**src/pkg/dac_serial_regs.vh**
```
// constants for the serial-load converter front end
// assumes inclusion by bare name from rtl files
`ifndef DAC_SERIAL_REGS_VH
`define DAC_SERIAL_REGS_VH
`define FRAME_BITS 24
`define CODE_BITS 18
`define CODE_MSB 17
`define BITCNT_W 5
`define CODE_ZERO 18'h0_0000
`define CODE_MID 18'h2_0000
`define WORD_ZERO 24'h00_0000
`define FIFO_WIDTH 18
`define FIFO_DEPTH 8
`define FIFO_AW 3
`endif

```
**src/rtl/code_fifo.v**
```verilog
// synchronous fifo with valid/ready on both sides
// assumes one clock and an active-low asynchronous reset
`timescale 1ns/1ps
`default_nettype none
module code_fifo #(
  parameter WIDTH = 18,
  parameter DEPTH = 8,
  parameter AW = 3
) (
  input wire clock,
  input wire nrst,
  input wire inValid,
  output wire inReady,
  input wire [WIDTH-1:0] inData,
  output wire outValid,
  input wire outReady,
  output wire [WIDTH-1:0] outData
);
  reg [WIDTH-1:0] mem [0:DEPTH-1];
  reg [AW:0] wrPtr_ff;
  reg [AW:0] rdPtr_ff;
  wire [AW:0] used;
  wire doWrite;
  wire doRead;
  assign used = wrPtr_ff - rdPtr_ff;
  assign inReady = (used != DEPTH[AW:0]) | (DEPTH == (1 << AW) ? used[AW] == 1'b0 : 1'b0);
  assign outValid = (used != {(AW+1){1'b0}});
  assign doWrite = inValid & inReady;
  assign doRead = outValid & outReady;
  assign outData = mem[rdPtr_ff[AW-1:0]];
  always @(posedge clock)
  begin
    if (doWrite)
    begin
      mem[wrPtr_ff[AW-1:0]] <= inData;
    end
  end
  always @(posedge clock or negedge nrst)
  begin
    if (!nrst)
    begin
      wrPtr_ff <= {(AW+1){1'b0}};
      rdPtr_ff <= {(AW+1){1'b0}};
    end
    else
    begin
      if (doWrite)
      begin
        wrPtr_ff <= wrPtr_ff + 1'b1;
      end
      if (doRead)
      begin
        rdPtr_ff <= rdPtr_ff + 1'b1;
      end
    end
  end
endmodule // code_fifo
`default_nettype wire

```
**src/rtl/dac_serial_load.v**
```verilog
// serial load, input register and output latch of an 18-bit converter front end
// assumes all pins asynchronous to clock; serial clock is oversampled
`timescale 1ns/1ps
`default_nettype none
`include "dac_serial_regs.vh"
module dac_serial_load (
  input wire clock,
  input wire nrst,
  input wire serialClk,
  input wire serialIn,
  input wire chipSelect_n,
  output reg serialOut,
  output reg serialOutEn,
  input wire hwReset_n,
  input wire reset_level_select,
  input wire format_select,
  input wire readout_mode_select,
  input wire load_output_n,
  input wire power_down_pin,
  output reg [17:0] outputCode,
  output reg [17:0] ladderCode,
  output reg outputGrounded,
  output wire [17:0] inputRegCode,
  output wire frameOverflow
);
  // two-stage synchronisers for every pin
  reg [1:0] sclkSync_ff;
  reg [1:0] sdiSync_ff;
  reg [1:0] csSync_ff;
  reg [1:0] rstSync_ff;
  reg [1:0] lvlSync_ff;
  reg [1:0] fmtSync_ff;
  reg [1:0] modeSync_ff;
  reg [1:0] loadSync_ff;
  reg [1:0] pdnSync_ff;
  reg sclkPrev_ff;
  reg csPrev_ff;
  reg [23:0] shiftReg_ff;
  reg [23:0] readback_ff;
  reg [4:0] bitCount_ff;
  reg overflow_ff;
  reg [17:0] inputReg_ff;
  reg [17:0] latch_ff;
  reg pendingLoad_ff;
  reg frameStandAlone_ff;
  reg nxt_serialOut;
  wire sclkRise;
  wire sclkFall;
  wire csRise;
  wire csFall;
  wire csLow;
  wire hwResetActive;
  wire standAlone;
  wire [17:0] resetCode;
  wire frameValid;
  wire fifoInReady;
  wire fifoOutValid;
  wire [17:0] fifoOutData;
  wire fifoPop;
  wire queuePush;
  // clear values match the idle pin levels except hwReset_n, which clears as asserted; no false edge follows reset
  always @(posedge clock or negedge nrst)
  begin
    if (!nrst)
    begin
      sclkSync_ff <= 2'h0;
      sdiSync_ff <= 2'h0;
      csSync_ff <= 2'h3;
      rstSync_ff <= 2'h0;
      lvlSync_ff <= 2'h0;
      fmtSync_ff <= 2'h3;
      modeSync_ff <= 2'h3;
      loadSync_ff <= 2'h3;
      pdnSync_ff <= 2'h0;
      sclkPrev_ff <= 1'b0;
      csPrev_ff <= 1'b1;
    end
    else
    begin
      sclkSync_ff <= {sclkSync_ff[0], serialClk};
      sdiSync_ff <= {sdiSync_ff[0], serialIn};
      csSync_ff <= {csSync_ff[0], chipSelect_n};
      rstSync_ff <= {rstSync_ff[0], hwReset_n};
      lvlSync_ff <= {lvlSync_ff[0], reset_level_select};
      fmtSync_ff <= {fmtSync_ff[0], format_select};
      modeSync_ff <= {modeSync_ff[0], readout_mode_select};
      loadSync_ff <= {loadSync_ff[0], load_output_n};
      pdnSync_ff <= {pdnSync_ff[0], power_down_pin};
      sclkPrev_ff <= sclkSync_ff[1];
      csPrev_ff <= csSync_ff[1];
    end
  end
  assign csLow = ~csSync_ff[1];
  assign sclkRise = sclkSync_ff[1] & ~sclkPrev_ff & csLow;
  assign sclkFall = ~sclkSync_ff[1] & sclkPrev_ff & csLow;
  assign csRise = csSync_ff[1] & ~csPrev_ff;
  assign csFall = ~csSync_ff[1] & csPrev_ff;
  assign hwResetActive = ~rstSync_ff[1];
  assign standAlone = modeSync_ff[1];
  // reset code depends only on the level pin, not the format
  assign resetCode = lvlSync_ff[1] ? `CODE_MID : `CODE_ZERO;
  assign frameValid = overflow_ff | (bitCount_ff == `FRAME_BITS);
  assign inputRegCode = inputReg_ff;
  assign frameOverflow = overflow_ff;
  // shift register has no reset so resets never clear it
  always @(posedge clock)
  begin
    if (sclkRise)
    begin
      shiftReg_ff <= {shiftReg_ff[22:0], sdiSync_ff[1]};
    end
  end
  always @(posedge clock or negedge nrst)
  begin
    if (!nrst)
    begin
      bitCount_ff <= 5'h0;
      overflow_ff <= 1'b0;
    end
    else if (csFall)
    begin
      // counter stops at a full frame; a further rise flags the overflow
      bitCount_ff <= 5'h0;
      overflow_ff <= 1'b0;
    end
    else if (sclkRise)
    begin
      if (bitCount_ff == `FRAME_BITS - 1)
      begin
        overflow_ff <= overflow_ff;
      end
      if (bitCount_ff == `FRAME_BITS)
      begin
        overflow_ff <= 1'b1;
      end
      else
      begin
        bitCount_ff <= bitCount_ff + 5'h1;
      end
    end
  end
  // readback word: input register in stand-alone mode, zero-filled afterwards
  always @(posedge clock or negedge nrst)
  begin
    if (!nrst)
    begin
      readback_ff <= `WORD_ZERO;
    end
    else if (csFall)
    begin
      readback_ff <= {6'h00, inputReg_ff};
    end
    else if (sclkFall)
    begin
      readback_ff <= {readback_ff[22:0], 1'b0};
    end
  end
  // readout mode is frozen for the whole frame so a pin change cannot split it
  always @(posedge clock or negedge nrst)
  begin
    if (!nrst)
    begin
      frameStandAlone_ff <= 1'b1;
    end
    else if (csFall)
    begin
      frameStandAlone_ff <= standAlone;
    end
  end
  // output changes at the chip select falling edge and on falling serial clock edges
  always @*
  begin
    nxt_serialOut = serialOut;
    if (csFall)
    begin
      // readback msb is always zero, so the first bit needs no shift
      nxt_serialOut = standAlone ? 1'b0 : shiftReg_ff[23];
    end
    else if (sclkFall)
    begin
      if (frameStandAlone_ff)
      begin
        // bit 23 left at the chip select edge; each fall moves one bit on
        nxt_serialOut = readback_ff[22];
      end
      else
      begin
        nxt_serialOut = shiftReg_ff[23];
      end
    end
  end
  always @(posedge clock or negedge nrst)
  begin
    if (!nrst)
    begin
      serialOut <= 1'b0;
      serialOutEn <= 1'b0;
    end
    else
    begin
      serialOutEn <= csLow;
      serialOut <= nxt_serialOut;
    end
  end
  // a valid frame is pushed at the chip select rising edge
  assign queuePush = csRise & frameValid & ~hwResetActive & fifoInReady;
  // completed frames queue here before the input register takes them
  code_fifo #(
    .WIDTH(`FIFO_WIDTH),
    .DEPTH(`FIFO_DEPTH),
    .AW(`FIFO_AW)
  ) frameQueue (
    .clock(clock),
    .nrst(nrst),
    .inValid(queuePush),
    .inReady(fifoInReady),
    .inData(shiftReg_ff[`CODE_MSB:0]),
    .outValid(fifoOutValid),
    .outReady(1'b1),
    .outData(fifoOutData)
  );
  // the queue is drained every cycle, even under hardware reset; fifoPop only stops the input register taking the word
  assign fifoPop = fifoOutValid & ~hwResetActive;
  always @(posedge clock or negedge nrst)
  begin
    if (!nrst)
    begin
      inputReg_ff <= `CODE_ZERO;
      latch_ff <= `CODE_ZERO;
      pendingLoad_ff <= 1'b1;
    end
    else if (pendingLoad_ff | hwResetActive)
    begin
      // power-on and hardware reset load the selected reset value
      inputReg_ff <= resetCode;
      latch_ff <= resetCode;
      // one more load after the reset pin clears, when the level pin has settled
      pendingLoad_ff <= hwResetActive;
    end
    else
    begin
      if (fifoPop)
      begin
        inputReg_ff <= fifoOutData;
      end
      if (~loadSync_ff[1])
      begin
        latch_ff <= fifoPop ? fifoOutData : inputReg_ff;
      end
    end
  end
  // ladder code: twos complement flips the msb to reach offset binary
  always @(posedge clock or negedge nrst)
  begin
    if (!nrst)
    begin
      ladderCode <= `CODE_ZERO;
      outputCode <= `CODE_ZERO;
      outputGrounded <= 1'b0;
    end
    else
    begin
      outputCode <= latch_ff;
      if (fmtSync_ff[1])
      begin
        ladderCode <= latch_ff;
      end
      else
      begin
        ladderCode <= {~latch_ff[`CODE_MSB], latch_ff[16:0]};
      end
      outputGrounded <= pdnSync_ff[1];
    end
  end
endmodule // dac_serial_load
`default_nettype wire

```
**config.mk**
```make
export PLATFORM = sky130hd
export DESIGN_NAME = dac_serial_load
export DESIGN_NICKNAME = d
export VERILOG_FILES = /design/src/rtl/code_fifo.v /design/src/rtl/dac_serial_load.v
export VERILOG_INCLUDE_DIRS = /design/src /design/src/pkg
export SDC_FILE = /design/constraint.sdc
export NUM_CORES = 1
export LEC_CHECK = 0
export BUFFER_PORTS_ARGS = -buffer_cell sky130_fd_sc_hd__buf_2
export CAP_MARGIN = 20
export CORE_MARGIN = 10
export CORE_UTILIZATION = 50
export DETAILED_ROUTE_END_ITERATION = 16
export PLACE_DENSITY = 0.68
export RECOVER_POWER = 50
export SYNTH_ARGS = -nofsm -noshare
export SYNTH_HDL_FRONTEND = slang
export SYNTH_SLANG_ARGS = --single-unit
```
**constraint.sdc**
```tcl
create_clock -name clock -period 5.75 [get_ports clock]
set_input_delay 0.2875 -clock clock [delete_from_list [all_inputs] [get_ports clock]]
set_output_delay 0.2875 -clock clock [all_outputs]
set_load 0.05 [all_outputs]
```
* Word-level counts from Yosys, hierarchy flattened
Memories as Yosys holds them, arrays and structs flattened. Index checks and enable logic that the tools add are counted. W data, S select, Z words.
Storage, ports and cells: bits in registers 158, output and inout port bits 58, bits in writable memories 144, memories 1, input bits 11, logic and storage cells 82
Cells by class: mux-type cells 20, eq/ne operators 4, add/subtract/negate cells 4, reductions and logical operators 6, bitwise operators 21
Memory list:
- frameQueue.mem | depth 8, bits a word 18, read ports 1, clocked after memory_dff 0, write ports 1, RTL line code_fifo.v:19 | reg [WIDTH-1:0] mem [0:DEPTH-1];
Operator list (number):
- $mux W18 | 6
- $mux W23 | 2
- $mux W5 | 3
- $and A1 B1 Y1 | 11
- $mux W1 | 9
- $add A4 B1 Y4 const B | 2
- $not A1 Y1 | 7
- $reduce_bool A2 Y1 | 3
- $add A5 B1 Y5 const B | 1
- $eq A5 B5 Y1 const B | 1
- $ne A4 B4 Y1 const B | 1
- $reduce_and A2 Y1 | 2
- $reduce_bool A4 Y1 | 1
- $sub A4 B4 Y4 | 1
- $or A1 B1 Y1 | 3
- $ne A2 B1 Y1 const B | 1
- $ne A2 B2 Y1 const B | 1

* Depth between registers and ports, before layout
Gate-level depths: netlist (run 1).
depth in word-level cells 8, mapped depth 10

* By module
A second synthesis (run 1) with hierarchy kept.
Unflattened totals: cells, all modules 645, area, all modules 11076.9 µm²
Modules (own cells, without submodules):
- code_fifo | area each 6022.0 µm², cells each 310, instances 1
- dac_serial_load | area each 5054.8 µm², cells each 335, instances 1

* Least setup slack after synthesis (run 1)
OpenSTA, ideal clock, no wires.
path kind reg-to-reg, start point register frameQueue.rdPtr_ff[1], end point memory frameQueue.mem[1][0], enable pin, arrival time 3.901 ns, setup time 0.446 ns, data required time 5.304 ns, path buffers 2, path slack 1.403 ns, cell stages (with the launch flop) 10, path through dfrtp_1 -> buf_2 -> buf_2 -> inv_1 -> ha_1 -> nand2b_1 -> xnor2_1 -> and4b_1 -> nor2_1 -> nor4b_1
Between the ends: word-level cells in the longest chain between the ends 7, elaborated cells between the ends (all ways) 8, those cells by class add/sub: 1; eq/ne: 1; mux: 2; bitwise: 4
RTL lines:
- start, declared | RTL line code_fifo.v:21 | reg [AW:0] rdPtr_ff;
- start signal, assigned | RTL line code_fifo.v:43 | rdPtr_ff <= {(AW+1){1'b0}};
- start signal, assigned | RTL line code_fifo.v:53 | rdPtr_ff <= rdPtr_ff + 1'b1;
- $sub A4 B4 Y4 (*) | RTL line code_fifo.v:25 | assign used = wrPtr_ff - rdPtr_ff;
- $ne A4 B4 Y1 or $not A1 Y1 (tied branches) | RTL line code_fifo.v:26 | assign inReady = (used != DEPTH[AW:0]) | (DEPTH == (1 << AW) ? used[AW] == 1'b0 : 1'b0);
- $or A1 B1 Y1 (*) | RTL line code_fifo.v:26
- $and A1 B1 Y1 | RTL line dac_serial_load.v:206 | assign queuePush = csRise & frameValid & ~hwResetActive & fifoInReady;
- $and A1 B1 Y1 (*) | RTL line code_fifo.v:28 | assign doWrite = inValid & inReady;
- $mux W1 (*) | RTL line code_fifo.v:33 | if (doWrite)
- $mux W1 (not written as such) (*) | RTL line code_fifo.v:35 | mem[wrPtr_ff[AW-1:0]] <= inData;
- end, declared | RTL line code_fifo.v:19
Mark *: on every way between the ends. The rest lies on a longest branch, timed or not.

* Final worst setup path (run 1)
start point register frameQueue.rdPtr_ff[2], end point memory frameQueue.mem[2][7], enable pin
The elaborated chain is that of the path after synthesis.

==> impl_metrics.env, run 1 <==
export IMPL_status="finished, violations left"
export IMPL_violations="capacitance limit, slew limit"
export IMPL_switching_power_uw=816
export IMPL_hold_buffers=10
export IMPL_hold_violations=0
export IMPL_clk_pin_slew_worst_paths_ns=0.06
export IMPL_drc_errors=0
export IMPL_fin_crit_sh_pct=74.3
export IMPL_drive_gt1_share_pct=21.6
export IMPL_powerDensity_nw_per_um2=335
export IMPL_tightestPinTransition_ns=2.72
export IMPL_cts_resized=0
export IMPL_io_pins=69
export IMPL_grt_setup_unrepaired="no"
export IMPL_cts_tree="built"
export IMPL_totalWireLength_um=20700
export IMPL_root_buffer="clkbuf_16"
export IMPL_grt_use_met3_pct=3.11
export IMPL_reg2reg_to="frameQueue.mem[2][7]$_DFFE_PP_"
export IMPL_arrival_ns=4.43
export IMPL_final_area_um2=12200
export IMPL_switching_share_pct=20.0
export IMPL_synth_most_common_cell="edfxtp_1"
export IMPL_setup_ws_ns=1.48
export IMPL_relSlewSlack_pct=-81.5
export IMPL_synthFlopType="edfxtp_1"
export IMPL_ir_worst_vdd_uv=175
export IMPL_drt_iter0_markers=416
export IMPL_critPathLaunch="frameQueue.rdPtr_ff[2]$_DFFE_PN0P_"
export IMPL_placed_area_um2=11200
export IMPL_crit_path_frequent_cell="a21oi_1"
export IMPL_post_cts_setup_buffers=0
export IMPL_worstSetupEndpointType="flip-flop"
export IMPL_first_pass_iters=4
export IMPL_ys_warn_count=0
export IMPL_clkSinkCount=285
export IMPL_cap_violations=2
export IMPL_synthCells=646
export IMPL_fin_crit_ns=4.27
export IMPL_critPathSlowestCell="and4_1"
export IMPL_syn_to_final_growth_pct=13.7
export IMPL_synth_area_leaders="edfxtp_1 (47%), dfrtp_1 (25%), mux4_2 (7.6%)"
export IMPL_die_area_um2=27700
export IMPL_seq_power_share_pct=53.9
export IMPL_hpwlAfterDp_um=13600
export IMPL_seq_area_frac_synth_pct=74.4
export IMPL_coreArea_um2=21100
export IMPL_fin_skew_ns=0.0157
export IMPL_grt_pass1_vias=5762
export IMPL_via_per_inst=5.42
export IMPL_mappedNetlistArea_um2=10700
export IMPL_synth_edf_count=168
export IMPL_wire_per_inst_um=20.3
export IMPL_async_reset_ff_share_pct=41.1
export IMPL_cp_cell_sequence="clkinv_1, ha_1, a21oi_1, a21oi_1, and4b_1, nor2_1, and4_1"
export IMPL_cts_buffers=29
export IMPL_max_stage_delay_ns=0.87
export IMPL_crit_buf_inv=1
export IMPL_grt_max_degree=65
export IMPL_synth_top_cell_area_share_pct=47.0
export IMPL_p_clk_share_pct=44.1
export IMPL_crit_family="simple AND/OR/NAND/NOR gates"
export IMPL_synth_distinct_cells=44
export IMPL_synth_common_cells="edfxtp_1 (168), dfrtp_1 (106), nor2_1 (87)"
export IMPL_met1_usage_pct=17.8
export IMPL_core_rowCount=53
export IMPL_fmax_mhz=234
export IMPL_crit_path_start_kind="flip-flop"
export IMPL_fin_tns_setup_ns=0
export IMPL_pre_cts_slack_ns=1.48
export IMPL_antennaDiodeCount=0
export IMPL_top_usage_layer="met2"
export IMPL_clk_path_buf_depth=3
export IMPL_port_buffers=68
export IMPL_drtAntennaViolNets=0
export IMPL_reg2reg_from="frameQueue.rdPtr_ff[2]$_DFFE_PN0P_"
export IMPL_cp_num_cells=7
export IMPL_hold_path_class="flip-flop to flip-flop"
export IMPL_syn_area_per_cell_um2=16.6
export IMPL_critical_path_class="flip-flop to flip-flop"
export IMPL_routabilityCongestion=0.783
export IMPL_antenna_found_initial=0
export IMPL_grtUsageTotal_pct=14.6
export IMPL_setup_violations=0
export IMPL_hold_start="lvlSync_ff[0]$_DFF_PN0_"
export IMPL_fin_nets=737
export IMPL_ys_seq_elements=285
export IMPL_synth_nets=664
export IMPL_cp_max_fo=21
export IMPL_num_fill_cells=1602
export IMPL_p_int_mw=3.27
export IMPL_p_comb_share_pct=2.0
export IMPL_die_h_um=166
export IMPL_htree_levels=1
export IMPL_grt_pass1_wl_um=32600
export IMPL_worstSetupEndpoint="frameQueue.mem[2][7]$_DFFE_PP_"
export IMPL_die_w_um=166
export IMPL_initial_core_util_pct=50.9
export IMPL_clkLatencyLatePin_ns=0.54
export IMPL_critPathRequiredTime_ns=5.90
export IMPL_synth_top_area_cell="edfxtp_1"
export IMPL_grt_ovfl_total=0
export IMPL_reg2reg_slack_ns=1.48
export IMPL_vias=5510
export IMPL_reg2reg_depth=7
export IMPL_globalRouteMet2Util_pct=25.4
export IMPL_maxSlewViolCount=84
export IMPL_leakagePower_nw=4.59
[placed cells by master, fill, tap and decap left out, types with 10 or more instances in the layout]
master / n
buf_2: 42
buf_4: 10
clkbuf_1: 31
clkbuf_16: 29
dfrtp_1: 105
dfstp_2: 10
dlygate4sd3_1: 10
edfxtp_1: 168
inv_1: 10
mux2i_1: 23
mux4_2: 36
nand2_1: 40
nor2_1: 87
o21ai_0: 22
o22ai_1: 35
[flip-flops by register name (all words and copies together) (netlist names), 5 cells and up]
name            flops
shiftReg_ff        24
bitCount_ff         5
frameQueue.mem    144
readback_ff        23
latch_ff           18
ladderCode         18
inputRegCode       18
[power by group through the flow]
stage	clock (mW)	combinational [mW]	sequential, mW
2_1_floorplan	0	0.0342	2.25
3_3_place_gp	0	0.0762	2.24
3_5_place_dp	0	0.0792	2.25
4_1_cts	1.84	0.0847	2.21
5_1_grt	1.92	0.0901	2.21
6_report	1.80	0.0811	2.21
[kinds of logic after synthesis]
logic type / after synthesis / share of synthesized area (%)
buffers and inverters: 58 / 3.35
XOR/XNOR: 13 / 1.06
AND/OR/NAND/NOR: 156 / 6.51
adder cells (fa/ha/maj): 7 / 0.816
AO/OA/AOI/OAI: 64 / 3.71
flip-flops: 285 / 74.4
multiplexers: 63 / 10.1
[metal layers]
metal	share of wire [%]	wire, µm	vias to the layer above
met1	41	8520	2842
li1	-	-	2514
met4	2.4	495	0
met3	4.7	965	32
met5	0	0	-
met2	52	10700	122
[stage by stage]
stage          power [mW]  instances  hold slack, ns  util (%)
6_report             4.09       1016           0.336      57.9
3_3_place_gp         2.32        953           0.332      53.2
2_1_floorplan        2.29        646        -0.00809         -
3_5_place_dp         2.33        953           0.338      53.2
4_1_cts              4.13       1016           0.326      58.1
5_1_grt              4.22       1016           0.346      57.9
[layout make-up]
cell class                 instances  area, µm²  share of cell area, %
multi-input combinational        303       2410                   19.8
inverter                          11       41.3                  0.338
sequential                       285       7990                   65.5
tap                              275        344                   2.82
timing repair buffer              89        487                   3.99
clock inverter                    16        134                   1.10
clock buffer                      37        796                   6.52
[worst min-delay path by stage]
stage | to | depth (start not counted)
2_1_floorplan | bitCount_ff[0]$_DFFE_PN0P_ | 0
3_3_place_gp | pdnSync_ff[1]$_DFF_PN0_ | 0
3_5_place_dp | sdiSync_ff[1]$_DFF_PN0_ | 0
4_1_cts | bitCount_ff[3]$_DFFE_PN0P_ | 2
5_1_grt | lvlSync_ff[1]$_DFF_PN0_ | 0
6_report | lvlSync_ff[1]$_DFF_PN0_ | 0
No activity file was read; power rests on OpenSTA's default activity.
==> run 2, diff against run 1 <==
Settings changed: PLACE_DENSITY 0.68 to 0.7.
Clock period 5.75 ns to 3.4 ns, I/O delays scaled along.
==> run 2 against run 1 <==
Net effect: the flow still finishes with violations (capacitance limit, slew limit); sequential power is 69% higher; first-iteration DRC count down 15%; clock power is 67% higher; clock skew up 0.0050 ns; hold slack got worse by 0.072 ns; register-to-register slack worse by 0.95 ns; critical path type unchanged; largest power group unchanged.
==> impl_metrics.env, run 2 (synthesized netlist as in run 1, its figures left out) <==
export IMPL_vias=5591
export IMPL_fin_tns_setup_ns=0
export IMPL_cts_buffers=27
export IMPL_first_pass_iters=5
export IMPL_clk_pin_slew_worst_paths_ns=0.07
export IMPL_antenna_found_initial=0
export IMPL_powerDensity_nw_per_um2=560
export IMPL_relSlewSlack_pct=-22.3
export IMPL_grt_pass1_wl_um=33300
export IMPL_clk_path_buf_depth=3
export IMPL_whs_endpoint="sdiSync_ff[0]$_DFF_PN0_"
export IMPL_max_stage_delay_ns=0.42
export IMPL_cts_resized=0
export IMPL_cp_cell_sequence="inv_1, ha_1, nand2b_1, xnor2_1, and4b_1, nor2_1, nor4b_4, buf_4"
export IMPL_status="finished, violations left"
export IMPL_grtUsageTotal_pct=14.6
export IMPL_dp_cells=960
export IMPL_port_buffers=68
export IMPL_num_fill_cells=1518
export IMPL_holdPathStages=2
export IMPL_clkLatencyLatePin_ns=0.54
export IMPL_setup_ws_ns=0.524
export IMPL_critical_path_class="flip-flop to flip-flop"
export IMPL_initial_core_util_pct=50.9
export IMPL_hold_violations=0
export IMPL_globalRouteMet2Util_pct=24.0
export IMPL_routabilityCongestion=0.746
export IMPL_fin_crit_ns=2.88
export IMPL_core_rowCount=53
export IMPL_die_h_um=166
export IMPL_final_cell_mix="edfxtp_1 (168), dfrtp_1 (105), nor2_1 (86)"
export IMPL_fin_worst_hold_slack_ns=0.263
export IMPL_fin_crit_sh_pct=84.6
export IMPL_critPathSlowestCell="dfrtp_1"
export IMPL_fmax_mhz=348
export IMPL_regArea_um2=7990
export IMPL_setup_violations=0
export IMPL_pre_cts_slack_ns=0.512
export IMPL_cp_max_fo=18
export IMPL_multi_input_area_um2=2440
export IMPL_htree_levels=1
export IMPL_clkSinkCount=285
export IMPL_fin_nets=742
export IMPL_drive_gt1_share_pct=23.8
export IMPL_met1_usage_pct=19.3
export IMPL_die_w_um=166
export IMPL_hold_start="serialIn"
export IMPL_hpwlAfterDp_um=12500
export IMPL_crit_path_start_kind="flip-flop"
export IMPL_arrival_ns=3.08
export IMPL_root_buffer="clkbuf_16"
export IMPL_via_per_inst=5.48
export IMPL_die_area_um2=27700
export IMPL_hold_path_class="input pin to flip-flop"
export IMPL_tightestPinTransition_ns=1.83
export IMPL_reg2reg_to="frameQueue.mem[1][12]$_DFFE_PP_"
export IMPL_leakagePower_nw=4.68
export IMPL_violations="capacitance limit, slew limit"
export IMPL_ir_worst_vdd_uv=301
export IMPL_crit_buf_inv=2
export IMPL_reg2reg_depth=8
export IMPL_grt_pass1_vias=5876
export IMPL_grt_setup_unrepaired="no"
export IMPL_io_pins=69
export IMPL_grt_use_met3_pct=3.27
export IMPL_reg2reg_from="frameQueue.wrPtr_ff[0]$_DFFE_PN0P_"
export IMPL_grt_max_degree=77
export IMPL_drc_errors=0
export IMPL_critPathRequiredTime_ns=3.60
export IMPL_drt_iter0_markers=355
export IMPL_largest_register_ffs=144
export IMPL_coreArea_um2=21100
export IMPL_wire_per_inst_um=19.9
export IMPL_crit_family="simple AND/OR/NAND/NOR gates"
export IMPL_top_usage_layer="met2"
export IMPL_cp_num_cells=8
export IMPL_grt_ovfl_total=0
export IMPL_layout_commonest_cell="edfxtp_1"
export IMPL_critPathLaunch="frameQueue.wrPtr_ff[0]$_DFFE_PN0P_"
export IMPL_power_total_mw=6.87
export IMPL_cts_tree="built"
export IMPL_reg2reg_slack_ns=0.52
export IMPL_drtAntennaViolNets=0
export IMPL_fin_skew_ns=0.0207
export IMPL_cap_violations=1
export IMPL_totalWireLength_um=20300
export IMPL_syn_to_final_growth_pct=14.5
export IMPL_maxSlewViolCount=77
export IMPL_final_cells=1020
export IMPL_worstSetupEndpointType="flip-flop"
[run 2: changes by cell type in the layout (fill, tap and decap cells not counted), sizes merged]
cell	previous run	this run
clkinvlp	1	0
clkinv	12	9
buf	52	73
diode	0	1
bufinv	2	3
clkbuf	64	49
[run 2: final cells by class]
cell class | count | share of cell area [%]
Antenna cell | 1 | 0.0204
Clock buffer | 36 | 6.11
Clock inverter | 13 | 1.23
Inverter | 11 | 0.336
Multi-Input combinational cell | 303 | 19.9
Sequential cell | 285 | 65.0
Tap cell | 275 | 2.80
Timing Repair Buffer | 96 | 4.54
[run 2: timing repair]
action,in CTS,in global routing
setup endpoints to repair,0,0
setup buffers,0,0
hold buffers,10,0
hold endpoints to repair,76,0
[run 2: how the worst max path moves through the flow]
stage | slack, ns | end
after floorplan | -0.06 | frameQueue.mem[1][0]$_DFFE_PP_
after global placement | 0.72 | frameQueue.mem[1][2]$_DFFE_PP_
after detailed placement | 0.51 | frameQueue.mem[1][4]$_DFFE_PP_
after CTS | 0.51 | frameQueue.mem[1][15]$_DFFE_PP_
after global routing | 0.30 | frameQueue.mem[1][14]$_DFFE_PP_
final | 0.52 | frameQueue.mem[1][12]$_DFFE_PP_
[run 2: routing by layer]
layer	vias to the layer above	share of wire (%)
met1	2880	43
met5	-	0
met2	155	49
met3	24	6.3
met4	0	1.8
li1	2532	-
[run 2: stage by stage]
step	utilization, %	instance area [µm²]
after floorplan	-	10700
after global placement	53.6	11300
after detailed placement	53.6	11300
after CTS	58.3	12300
after global routing	58.2	12300
final	58.2	12300
[run 2: worst register-to-register path: cells and delay by family (launching register included)]
| kind | cells | cell delay (ns) |
|---|---|---|
| and+or+nand+nor | 4 | 1.08 |
| buffers and inverters | 2 | 0.60 |
| DFF | 1 | 0.42 |
| xor gates and xnor gates | 1 | 0.19 |
| adders and majority gates | 1 | 0.25 |
[run 2: power breakdown]
| part | switching (mW) | leakage [nW] | internal [mW] | total, mW |
|---|---|---|---|---|
| registers | 0.0313 | 3.07 | 3.70 | 3.73 |
| clock network | 1.22 | 0.445 | 1.78 | 3.01 |
| logic | 0.0996 | 1.17 | 0.0392 | 0.139 |
| total | 1.36 | 4.68 | 5.52 | 6.87 |
==> run 3, diff against run 2 <==
Settings changed: PLACE_DENSITY 0.7 to 0.68.
Clock period 3.4 ns to 2.86 ns, I/O delays scaled along.
==> run 3 against run 2 <==
Net effect: critical endpoint is now frameQueue.mem[5][13]$_DFFE_PP_; final area is 1.0% higher; clock skew is 0.0027 ns lower; the flow now finishes without violations; hold slack worse by 0.12 ns; routed wire length is 2.6% higher; first-iteration DRC count is 17% higher; combinational power is 22% higher; sequential share of layout area is 0.66 points lower; worst setup slack worse by 0.23 ns; cell count is 1.1% higher.
==> impl_metrics.env, run 3 (synthesized netlist as in run 1, its figures left out) <==
export IMPL_clkLatencyLatePin_ns=0.54
export IMPL_grt_pass1_vias=5956
export IMPL_crit_path_start_kind="flip-flop"
export IMPL_antennaDiodeCount=0
export IMPL_cp_max_fo=18
export IMPL_grt_pass1_wl_um=33300
export IMPL_ir_worst_vdd_uv=299
export IMPL_critPathSlowestCell="ha_1"
export IMPL_relSlewSlack_pct=0.714
export IMPL_post_cts_setup_buffers=0
export IMPL_hold_violations=0
export IMPL_placed_area_um2=11400
export IMPL_first_pass_iters=4
export IMPL_die_area_um2=27700
export IMPL_fin_skew_ns=0.0180
export IMPL_largest_register_ffs=144
export IMPL_layout_commonest_cell="edfxtp_1"
export IMPL_hold_path_class="input pin to asynchronous set/reset pin"
export IMPL_antenna_found_initial=0
export IMPL_grtUsageTotal_pct=14.7
export IMPL_hpwlAfterDp_um=12800
export IMPL_final_area_um2=12400
export IMPL_wire_per_inst_um=20.2
export IMPL_grt_max_degree=49
export IMPL_powerDensity_nw_per_um2=664
export IMPL_totalWireLength_um=20800
export IMPL_routabilityCongestion=0.779
export IMPL_critical_path_class="flip-flop to flip-flop"
export IMPL_fin_util_pct=58.8
export IMPL_clkSinkCount=285
export IMPL_io_pins=69
export IMPL_cap_violations=0
export IMPL_status="complete, no violations"
export IMPL_leakagePower_nw=4.78
export IMPL_coreArea_um2=21100
export IMPL_port_buffers=68
export IMPL_fin_crit_ns=2.56
export IMPL_initial_core_util_pct=50.9
export IMPL_core_rowCount=53
export IMPL_via_per_inst=5.45
export IMPL_cts_buffers=28
export IMPL_clk_path_buf_depth=3
export IMPL_grt_setup_unrepaired="no"
export IMPL_arrival_ns=2.75
export IMPL_die_h_um=166
export IMPL_grt_ovfl_total=0
export IMPL_drive_gt1_share_pct=27.0
export IMPL_fin_nets=752
export IMPL_vias=5623
export IMPL_fin_crit_sh_pct=89.6
export IMPL_root_buffer="clkbuf_16"
export IMPL_reg2reg_depth=9
export IMPL_setup_ws_ns=0.296
export IMPL_power_total_mw=8.24
export IMPL_tightestPinTransition_ns=1.49
export IMPL_final_cells=1031
export IMPL_dp_cells=969
export IMPL_final_cell_mix="edfxtp_1 (168), dfrtp_1 (105), nor2_1 (85)"
export IMPL_critPathRequiredTime_ns=3.05
export IMPL_max_stage_delay_ns=0.38
export IMPL_clk_pin_slew_worst_paths_ns=0.06
export IMPL_num_fill_cells=1564
export IMPL_maxSlewViolCount=0
export IMPL_htree_levels=1
export IMPL_die_w_um=166
export IMPL_drt_iter0_markers=414
export IMPL_cts_tree="built"
export IMPL_setup_violations=0
export IMPL_worstSetupEndpointType="flip-flop"
export IMPL_fmax_mhz=390
export IMPL_drc_errors=0
export IMPL_drtAntennaViolNets=0
export IMPL_syn_to_final_growth_pct=15.6
export IMPL_cp_cell_sequence="clkinv_2, ha_1, a21oi_1, a21oi_1, and4b_1, nor2_4, buf_4, nor4b_4, buf_4"
export IMPL_pre_cts_slack_ns=0.142
run 3: per-stage QoR:
| step | hold slack, ns | TNS, ns |
|---|---|---|
| floorplan | -0.153 | -4.29 |
| global placement | 0.157 | 0 |
| detailed placement | 0.171 | 0 |
| CTS | 0.139 | 0 |
| global route | 0.170 | 0 |
| finish | 0.144 | 0 |
run 3: final cells by class:
class	count	area (µm²)	area share, %
sequential	285	7990	64.4
multi-input combinational	303	2460	19.8
clock buffer	34	753	6.07
timing repair buffer	105	639	5.15
tap	275	344	2.77
clock inverter	18	179	1.44
inverter	11	42.5	0.343
run 3: report_power, final:
group / internal [mW] / switching (mW) / leakage, nW
Sequential: 4.39 / 0.0388 / 3.07
Combinational: 0.0488 / 0.120 / 1.26
Clock: 2.15 / 1.49 / 0.453
run 3: worst paths after layout:
path	from	to	slack, ns
setup reg to reg	frameQueue.rdPtr_ff[2]$_DFFE_PN0P_	frameQueue.mem[5][13]$_DFFE_PP_	0.30
max in group asynchronous	nrst	ladderCode[15]$_DFF_PN0_	0.96
setup / recovery	frameQueue.rdPtr_ff[2]$_DFFE_PN0P_	frameQueue.mem[5][13]$_DFFE_PP_	0.30
hold reg to reg	rstSync_ff[0]$_DFF_PN0_	rstSync_ff[1]$_DFF_PN0_	0.35
hold / removal	nrst	readback_ff[19]$_DFFE_PN0P_	0.14
min in group clock	power_down_pin	pdnSync_ff[0]$_DFF_PN0_	0.24
run 3: layer usage:
layer  GRT usage (%)  vias up  share of wire (%)
li1                -     2547                  -
met1            19.3     2900                 43
met2            24.3      148                 50
met3            3.41       28                5.6
met4            3.55        0                1.5
met5               0        -                  0
run 3: what timing repair did:
item / in CTS / in global routing
setup endpoints to repair: 0 / 18
gates resized for setup: 0 / 1
endpoints found under the hold margin: 49 / 0
hold buffers: 10 / 0
run 3: worst max-delay path: cells and delay by family (launching register included):
family | cells | cell delay (ns)
flip-flops | 1 | 0.36
AND/OR/NAND/NOR | 3 | 0.56
AO/OA/AOI/OAI | 2 | 0.33
adder cells (fa/ha/maj) | 1 | 0.38
buffers and inverters | 3 | 0.59
